[config.mk]
export PLATFORM = sky130hd
export DESIGN_NAME = csb_timer
export DESIGN_NICKNAME = d
export VERILOG_FILES = /design/src/rtl/csb_pkg.sv /design/src/rtl/csb_timer.sv /design/src/rtl/csb_pin_delay.sv
export SDC_FILE = /design/constraint.sdc
export NUM_CORES = 1
export LEC_CHECK = 0
export BUFFER_PORTS_ARGS = -buffer_cell sky130_fd_sc_hd__clkbuf_2
export CORE_MARGIN = 10
export CORE_UTILIZATION = 54
export DETAILED_ROUTE_END_ITERATION = 10
export GPL_TIMING_DRIVEN = 0
export PLACE_DENSITY = 0.83
export SLEW_MARGIN = 20
export SYNTH_ARGS = -nofsm -noshare
export SYNTH_HDL_FRONTEND = slang
export SYNTH_SLANG_ARGS = --single-unit
[constraint.sdc]
create_clock -name clock_in -period 2.6 [get_ports clock_in]
set_input_delay 0.26 -clock clock_in [delete_from_list [all_inputs] [get_ports clock_in]]
set_output_delay 0.26 -clock clock_in [all_outputs]
set_load 0.05 [all_outputs]
[src/rtl/csb_pkg.sv]
// Shared constants and types for the composite sync and blank timer
package csb_pkg;

  // ==========================================================
  // Widths
  // ==========================================================
  localparam int LINE_W_DEF  = 16;
  localparam int FRAME_W_DEF = 16;
  localparam int PIN_COUNT   = 5;

  // ==========================================================
  // Output combination codes
  // ==========================================================
  localparam logic [1:0] SEL_COMPOSITE = 2'h2;
  localparam logic [1:0] SEL_SEPARATE  = 2'h3;

  // ==========================================================
  // Levels and reset values
  // ==========================================================
  localparam logic LVL_ACTIVE   = 1'b0;
  localparam logic LVL_INACTIVE = 1'b1;
  localparam logic AREA_ON      = 1'b1;
  localparam logic AREA_OFF     = 1'b0;
  localparam logic [4:0] PIN_RESET = 5'h1C;
  localparam int   HALF_SHIFT   = 1;

  // ==========================================================
  // Pin delay: 2.5 frame clock periods
  // ==========================================================
  localparam real  CLK_PERIOD_NS = 8.0;
  localparam real  PIN_DELAY_NS  = 20.0;
  localparam int   PIN_DELAY_HALF =
    int'(PIN_DELAY_NS * 2.0 / CLK_PERIOD_NS);

  // ==========================================================
  // Vertical blanking regions
  // ==========================================================
  typedef enum logic [1:0] {
    CSB_ACTIVE,
    CSB_PRE_EQ,
    CSB_SERRATION,
    CSB_POST_EQ
  } csb_region_e;

endpackage : csb_pkg

[src/rtl/csb_timer.sv]
// Frame timer: composite sync and blank with serration, and with equalization when interlaced
`timescale 1ns/1ps
`default_nettype none

module csb_timer
  import csb_pkg::*;
#(
  parameter int LINE_W  = csb_pkg::LINE_W_DEF,
  parameter int FRAME_W = csb_pkg::FRAME_W_DEF
) (
  // Clock and reset
  input  wire logic               clock_in,
  input  wire logic               reset_n_in,
  // Control
  input  wire logic               interlace_disable_in,
  input  wire logic [1:0]         output_combination_select_in,
  // Horizontal timing values
  input  wire logic [LINE_W-1:0]  line_total_in,
  input  wire logic [LINE_W-1:0]  line_sync_end_in,
  input  wire logic [LINE_W-1:0]  serration_end_in,
  input  wire logic [LINE_W-1:0]  line_blank_end_in,
  input  wire logic [LINE_W-1:0]  line_blank_start_in,
  input  wire logic [LINE_W-1:0]  area_start_in,
  input  wire logic [LINE_W-1:0]  area_end_in,
  // Vertical timing values
  input  wire logic [FRAME_W-1:0] frame_total_in,
  input  wire logic [FRAME_W-1:0] frame_sync_end_in,
  input  wire logic [FRAME_W-1:0] frame_blank_start_in,
  input  wire logic [FRAME_W-1:0] frame_blank_end_in,
  // Status
  output var  logic [LINE_W-1:0]  pixel_counter_out,
  output var  logic [FRAME_W-1:0] line_counter_out,
  // Video pins
  output var  logic               hsync_out,
  output var  logic               vsync_out,
  output var  logic               sync_or_line_blank_out,
  output var  logic               blank_or_frame_blank_out,
  output var  logic               area_window_out
);

  import csb_pkg::*;

  // ==========================================================
  // Declarations
  // ==========================================================
  logic [LINE_W-1:0]    pixel_counter;
  logic [FRAME_W-1:0]   line_counter;
  csb_region_e          region;
  csb_region_e          next_region;
  logic                 hsync;
  logic                 composite_sync;
  logic                 line_blank;
  logic                 frame_blank;
  logic                 area_window;
  logic                 next_hsync;
  logic                 next_composite_sync;
  logic                 interlaced;
  logic                 line_end;
  logic                 line_mid;
  logic                 vstep;
  logic                 serr_next;
  logic                 eq_next;
  logic                 quiet_next;
  logic                 vsync;
  logic                 composite_blank;
  logic [LINE_W-1:0]    half_total;
  logic [LINE_W-1:0]    half_sync;
  logic [LINE_W-1:0]    eq_mid_stop;
  logic [LINE_W-1:0]    serr_mid_stop;
  logic [LINE_W:0]      total_plus_sync;
  logic [FRAME_W-1:0]   vsync_stop;
  logic [PIN_COUNT-1:0] pin_select;
  logic [PIN_COUNT-1:0] pin_delayed;

  // ==========================================================
  // Mode and derived points
  // ==========================================================
  // Interlace disable high means one field per frame
  assign interlaced = !interlace_disable_in;

  // Halving truncates; odd totals give an exact midpoint
  assign half_total  = line_total_in >> HALF_SHIFT;
  assign half_sync   = line_sync_end_in >> HALF_SHIFT;
  assign total_plus_sync = {1'b0, line_total_in}
                         + {1'b0, line_sync_end_in};
  assign eq_mid_stop = total_plus_sync[LINE_W:HALF_SHIFT];
  assign serr_mid_stop =
    LINE_W'(half_total + serration_end_in);
  assign vsync_stop  =
    FRAME_W'(frame_sync_end_in - FRAME_W'(1)) >> HALF_SHIFT;

  assign line_end = (pixel_counter == line_total_in);
  assign line_mid = (pixel_counter == half_total);

  // Vertical steps on halflines when interlaced, lines otherwise
  assign vstep = line_end || (interlaced && line_mid);

  // ==========================================================
  // Pixel counter
  // ==========================================================
  // Line is line_total + 1 clocks long
  always_ff @(posedge clock_in or negedge reset_n_in) begin
    if (!reset_n_in) begin
      pixel_counter <= '0;
    end else if (line_end) begin
      pixel_counter <= '0;
    end else begin
      pixel_counter <= pixel_counter + LINE_W'(1);
    end
  end

  // ==========================================================
  // Line counter
  // ==========================================================
  always_ff @(posedge clock_in or negedge reset_n_in) begin
    if (!reset_n_in) begin
      line_counter <= '0;
    end else if (vstep) begin
      if (line_counter == frame_total_in) begin
        line_counter <= '0;
      end else begin
        line_counter <= line_counter + FRAME_W'(1);
      end
    end
  end

  // ==========================================================
  // Vertical region sequencer
  // ==========================================================
  // Regions only move at (half)line ends, so they stay whole
  always_comb begin
    next_region = region;
    if (vstep) begin
      case (region)
        CSB_ACTIVE: begin
          if (line_counter == frame_total_in) begin
            next_region = CSB_SERRATION;
          end else if (line_counter == frame_blank_start_in) begin
            next_region = CSB_PRE_EQ;
          end
        end
        CSB_PRE_EQ: begin
          if (line_counter == frame_total_in) begin
            next_region = CSB_SERRATION;
          end
        end
        CSB_SERRATION: begin
          if (line_counter == vsync_stop) begin
            next_region = CSB_POST_EQ;
          end
        end
        CSB_POST_EQ: begin
          // Counts 0..s sync, s+1..2s+1 post; 2s+1 is sync end
          if (line_counter == frame_total_in) begin
            next_region = CSB_SERRATION;
          end else if (line_counter == frame_sync_end_in) begin
            next_region = CSB_ACTIVE;
          end
        end
        default: begin
          next_region = CSB_ACTIVE;
        end
      endcase
    end
  end

  always_ff @(posedge clock_in or negedge reset_n_in) begin
    if (!reset_n_in) begin
      region <= CSB_ACTIVE;
    end else begin
      region <= next_region;
    end
  end

  // Vertical sync is low exactly across the serration region
  assign vsync = (region == CSB_SERRATION) ? LVL_ACTIVE
                                          : LVL_INACTIVE;

  // ==========================================================
  // Frame blank
  // ==========================================================
  always_ff @(posedge clock_in or negedge reset_n_in) begin
    if (!reset_n_in) begin
      frame_blank <= LVL_ACTIVE;
    end else if (vstep) begin
      if (line_counter == frame_blank_start_in) begin
        frame_blank <= LVL_ACTIVE;
      end else if (line_counter == frame_blank_end_in) begin
        frame_blank <= LVL_INACTIVE;
      end
    end
  end

  // ==========================================================
  // Line sync
  // ==========================================================
  // Start wins if both values coincide; no ordering is assumed
  always_comb begin
    next_hsync = hsync;
    if (line_end) begin
      next_hsync = LVL_ACTIVE;
    end else if (pixel_counter == line_sync_end_in) begin
      next_hsync = LVL_INACTIVE;
    end
  end

  always_ff @(posedge clock_in or negedge reset_n_in) begin
    if (!reset_n_in) begin
      hsync <= LVL_INACTIVE;
    end else begin
      hsync <= next_hsync;
    end
  end

  // ==========================================================
  // Composite sync
  // ==========================================================
  // Region of the cycle that follows, so the first pulse of a
  // region starts on the same edge the region does
  assign serr_next  = (next_region == CSB_SERRATION);
  assign eq_next    = interlaced && ((next_region == CSB_PRE_EQ)
                   || (next_region == CSB_POST_EQ));
  assign quiet_next = !serr_next && !eq_next;

  always_comb begin
    next_composite_sync = composite_sync;
    if (serr_next) begin
      if (line_end || (interlaced && line_mid)) begin
        next_composite_sync = LVL_ACTIVE;
      end else if (pixel_counter == serration_end_in) begin
        next_composite_sync = LVL_INACTIVE;
      end else if (interlaced && pixel_counter == serr_mid_stop) begin
        next_composite_sync = LVL_INACTIVE;
      end
    end else if (eq_next) begin
      if (line_end || line_mid) begin
        next_composite_sync = LVL_ACTIVE;
      end else if (pixel_counter == half_sync
                   || pixel_counter == eq_mid_stop) begin
        next_composite_sync = LVL_INACTIVE;
      end
    end else begin
      next_composite_sync = next_hsync;
    end
  end

  always_ff @(posedge clock_in or negedge reset_n_in) begin
    if (!reset_n_in) begin
      composite_sync <= LVL_INACTIVE;
    end else begin
      composite_sync <= next_composite_sync;
    end
  end

  // ==========================================================
  // Line blank and area
  // ==========================================================
  always_ff @(posedge clock_in or negedge reset_n_in) begin
    if (!reset_n_in) begin
      line_blank <= LVL_ACTIVE;
    end else if (pixel_counter == line_blank_start_in) begin
      line_blank <= LVL_ACTIVE;
    end else if (pixel_counter == line_blank_end_in) begin
      line_blank <= LVL_INACTIVE;
    end
  end

  always_ff @(posedge clock_in or negedge reset_n_in) begin
    if (!reset_n_in) begin
      area_window <= AREA_OFF;
    end else if (pixel_counter == area_end_in) begin
      area_window <= AREA_OFF;
    end else if (pixel_counter == area_start_in) begin
      area_window <= AREA_ON;
    end
  end

  // Active-low OR of the two blanks
  assign composite_blank = line_blank & frame_blank;

  // ==========================================================
  // Pin combination and 2.5 clock delay
  // ==========================================================
  // Codes other than composite fall back to separate pins
  always_comb begin
    if (output_combination_select_in == SEL_COMPOSITE) begin
      pin_select = {hsync, vsync, composite_sync, composite_blank,
                    area_window};
    end else begin
      pin_select = {hsync, vsync, line_blank, frame_blank,
                    area_window};
    end
  end

  // Equal lag on every pin keeps relative timing exact
  csb_pin_delay #(
    .WIDTH     (PIN_COUNT),
    .RESET_VAL (PIN_RESET)
  ) u_pin_delay (
    .clock_in   (clock_in),
    .reset_n_in (reset_n_in),
    .data_in    (pin_select),
    .data_out   (pin_delayed)
  );

  assign hsync_out                = pin_delayed[4];
  assign vsync_out                = pin_delayed[3];
  assign sync_or_line_blank_out   = pin_delayed[2];
  assign blank_or_frame_blank_out = pin_delayed[1];
  assign area_window_out          = pin_delayed[0];
  assign pixel_counter_out        = pixel_counter;
  assign line_counter_out         = line_counter;
endmodule : csb_timer

`default_nettype wire

[src/rtl/csb_pin_delay.sv]
// Pin delay stage: one rising edge stage then one falling edge stage
`timescale 1ns/1ps
`default_nettype none

module csb_pin_delay #(
  parameter int              WIDTH     = 5,
  parameter logic [WIDTH-1:0] RESET_VAL = '0
) (
  // Clock and reset
  input  wire logic             clock_in,
  input  wire logic             reset_n_in,
  // Data
  input  wire logic [WIDTH-1:0] data_in,
  output var  logic [WIDTH-1:0] data_out
);

  logic [WIDTH-1:0] rise_stage;

  // ==========================================================
  // Full-cycle stage
  // ==========================================================
  always_ff @(posedge clock_in or negedge reset_n_in) begin
    if (!reset_n_in) begin
      rise_stage <= RESET_VAL;
    end else begin
      rise_stage <= data_in;
    end
  end

  // Falling edge adds the half period the pins need
  always_ff @(negedge clock_in or negedge reset_n_in) begin
    if (!reset_n_in) begin
      data_out <= RESET_VAL;
    end else begin
      data_out <= rise_stage;
    end
  end

endmodule : csb_pin_delay

`default_nettype wire

== Yosys cells after proc, flatten, opt, wreduce, memory -nomap -nowiden ==
Cells that the tools add are included.

* Register bits after elaboration: 49
* Input bits: 181
* Output and inout bits: 37
* Logic and storage cells: 82

* Add/subtract/negate cells: 5
* Eq/ne operators: 25
* Mux-type cells: 27
* Bitwise logic cells: 1
* Reductions and logical operators: 14

{| class="wikitable"
|+ Operator list
! operator !! count
|-
| $eq 16x16->1 || 13
|-
| $eq 16x15->1 || 3
|-
| $add 16x1->16 const B || 2
|-
| $mux 16 || 2
|-
| $add 16x16->17 || 1
|-
| $add 15x16->16 || 1
|-
| $mux 1 || 16
|-
| $sub 16x1->16 const B || 1
|-
| $mux 2 || 7
|-
| $eq 2x2->1 const B || 5
|-
| $ne 4x2->1 const B || 2
|-
| $pmux 2 s4 || 1
|-
| $reduce_bool 2->1 || 3
|-
| $eq 2x1->1 const B || 2
|-
| $logic_or 1x1->1 || 4
|-
| $reduce_and 2->1 || 2
|-
| $logic_and 1x1->1 || 3
|-
| $mux 3 || 1
|-
| $logic_not 2->1 || 1
|-
| $and 1x1->1 || 1
|-
| $logic_not 1->1 || 1
|}

== Logic depth before layout (Yosys ltp) ==
* Word-level depth: 10
* Gate-level depth with buffers: 10
* Depth with buffers taken out: 10

== Cells and area by module ==
From an unflattened synthesis, not the netlist that was laid out.

* Cell total of the unflattened synthesis: 908
* Area, all modules: 7268.2 um2

{| class="wikitable"
|+ Modules (own cells, without submodules)
! module !! times used !! cells an instance !! area an instance (um2) !! seq. area each (um2)
|-
| csb_timer || 1 || 897 || 7006.7 || 978.4
|-
| csb_pin_delay || 1 || 11 || 261.5 || 257.7
|}

==> results.ini <==
[sta]
rsz0062_at_grt = true
worst_pin_slew_ns = 0.9645
fmax_ghz = 0.3804
final_max_slew_viol_count = 0
fin_skew_ns = 0.06813
setup_ws_ns = -0.02909
period_needed_ns = 2.629
slew_headroom_pct = 35.70
finalCritPeriodShare_pct = 101.1
setup-violations-final = 2
tns_ns = -0.04498
final_hold_viol_count = 0

[worst_setup_path]
crit_end = composite_sync$_DFFE_PN1P_
crit_type = register to register
crit_start = pixel_counter_out[6]$_DFF_PN0_
worst_path_max_delay_cell = dfrtp_1
slowest_delay_ns = 0.43
worstReg2RegStart = pixel_counter_out[6]$_DFF_PN0_
r2r_slack_ns = -0.03
cp_max_fo = 4
crit_arrival_ns = 2.85
rr_worst_depth = 9
end_kind = register
critPathRequiredTime_ns = 2.82
startpoint_type = register
r2r-end = composite_sync$_DFFE_PN1P_
path_cells = clkbuf_1, xor2_1, nor4_1, nand4_1, a21oi_2, o211ai_1, a2111oi_2, a31oi_1, o22ai_2

[floorplanning]
die_h_um = 135.0
core_area_um2 = 12770
die-area_um2 = 18220
initial_core_util_pct = 55.89
io-pin-count = 218
die_w_um = 135.0
std_cell_rows = 41

[final_layout]
fin_util_pct = 68.70
final_common_cell = clkbuf_2
layout_common_cells = clkbuf_2 (215), xnor2_1 (160), xor2_1 (124), nor2_1 (60), nand4_1 (43)
area_growth_pct = 22.92
diodes = 0
drive_above_1_share_pct = 27.77
final_nets = 1306

[clock_tree]
clkTransAtPathRegs_ns = 0.07
ctsRootBufferMaster = clkbuf_16
cts_made_buffers = 5
clock_latency_ns = 0.35
cts-htree-levels = 2
cts.sink_count = 49
cts_tree = yes
cts_buffer_depth = 2

[drt]
first_pass_iters = 5
drt.antenna.violating_nets = 0
wirelength_um = 27810
wl_per_cell_um = 22.02
route.detailed.drc = 0
drt_iter0_markers = 871
routed-via-count = 7808
vias_per_cell = 6.182

[synth]
synth_cells = 878
syn-num-nets = 1094
yosys.area.top_type = xnor2_1
synth_seq_area_share_pct = 17.32
ys_types = 71
yosys.area.top_type_share_pct = 19.63
synth_edf_count = 0
netlist_area_um2 = 7139
synth_flop_cell = dfrtp_1
async_flop_share_pct = 100.0
synth-seq-cells = 49
avgSynthCellArea_um2 = 8.131
yosys-top-cells-area = xnor2_1 (20%), xor2_1 (15%), dfrtp_1 (14%), ha_1 (5.8%), nand4_1 (3.8%)
yosysWarnings = 0

[outcome]
violations = negative setup slack
outcome = finished with violations

[place]
port_buffers = 213
dp_hpwl_um = 22370
place_congestion = 0.9916

[pwr]
power_w = 0.003321
ir_drop_mv = 0.2808
leakagePower_nw = 3.960
cellPowerDensity_nw_per_um2 = 378.5

[global_route]
use_met2_pct = 48.06
grt_usage_pct = 29.21
antenna_found_initial = 0
grt_max_degree = 50
grt_pass1_wl_um = 42550
gr-usage-met1_pct = 35.19
grt_overflow = 0
grt_use_met3_pct = 7.678
grt_busiest_layer = met2
grt_pass1_vias = 7963

[run]
maxCapViolCount = 0

[worst_hold_path]
hold_class = input pin to asynchronous set/reset pin

-- power breakdown --
group	leakage (nW)	switching (W)	internal (W)
registers	0.632	0.0000177	0.000793
clock network	0.0838	0.000305	0.000363
logic	3.24	0.00111	0.000729
total	3.96	0.00144	0.00188
-- layer usage --
metal	vias to the layer above	wire, um
met5	-	0
met4	0	1124
met3	98	2930
met2	511	12620
met1	3650	11140
li1	3549	-
-- synth_stat cells, types with 13 or more instances --
master	count
dfrtp_1	39
xnor2_1	160
o21ai_0	36
xor2_1	124
nand2_1	36
inv_1	16
nor2_1	61
a21oi_1	29
buf_2	23
nand4_1	43
clkbuf_1	26
nor4_1	34
nand3_1	25
and3_1	13
ha_1	33
-- sequential cells by signal, indices dropped and copies added, names as in the netlist --
| register | cells |
|---|---|
| pixel_counter_out | 16 |
| area_window | 1 |
| u_pin_delay.rise_stage | 5 |
| u_pin_delay.data_out | 5 |
| hsync | 1 |
| line_counter_out | 16 |
| composite_sync | 1 |
| frame_blank | 1 |
| line_blank | 1 |
| region | 2 |
-- metrics by stage --
step | std cells | worst slack (ns) | cell area, um^2 | hold slack (ns)
finish | 1263 | -0.02909 | 8776 | 0.01871
global route | 1263 | -0.08292 | 8776 | 0.06567
CTS | 1264 | -0.01767 | 8673 | 0.04757
detailed placement | 1263 | -0.5080 | 8432 | 0.3579
global placement | 1263 | -0.5167 | 8429 | 0.3621
floorplan | 878 | 0.007226 | 7148 | -0.03559
-- repair_timing --
item,4_1_cts,5_1_grt
endpoints found under the setup margin,17,17
pin swaps,7,9
hold buffers,0,0
setup buffers,2,0
gates resized for setup,30,26
-- cell families (layout without fill, tap and decap cells) --
family / Yosys count / after routing / synth area share, %
AOI/OAI and AO/OA: 149 / 149 / 14.06
xor gates and xnor gates: 284 / 284 / 34.84
adders and majority gates: 35 / 35 / 6.344
buffers and inverters: 76 / 289 / 4.714
DFF: 49 / 49 / 17.32
muxes: 7 / 7 / 1.016
and+or+nand+nor: 278 / 278 / 21.71
-- final cells by class --
class	instances	area, um^2
clock buffer	5	125.1
sequential	49	1237
timing repair buffer	215	1134
inverter	15	56.30
multi-input combinational	753	5719
buffer	48	257.7
fill	1063	3998
tap	172	215.2
clock inverter	6	31.28
-- worst min path at each step --
stage / cells past startpoint / end / slack [ns] / start
floorplan: 0 / area_window$_DFFE_PN0P_ / -0.04 / reset_n_in
global placement: 0 / u_pin_delay.rise_stage[4]$_DFF_PN1_ / 0.36 / hsync$_DFF_PN1_
detailed placement: 1 / line_counter_out[10]$_DFFE_PN0N_ / 0.36 / reset_n_in
CTS: 1 / line_counter_out[10]$_DFFE_PN0N_ / 0.05 / reset_n_in
global route: 1 / line_counter_out[10]$_DFFE_PN0N_ / 0.07 / reset_n_in
finish: 1 / line_counter_out[10]$_DFFE_PN0N_ / 0.02 / reset_n_in
-- worst max-delay path, delay by kind of cell (launching register included) --
family	cells	cell delay [ns]
compound gates	5	1.13
simple gates	2	0.60
flops	1	0.43
buf+inv	1	0.20
xor+xnor	1	0.19
(Power assumes the default switching activity.)
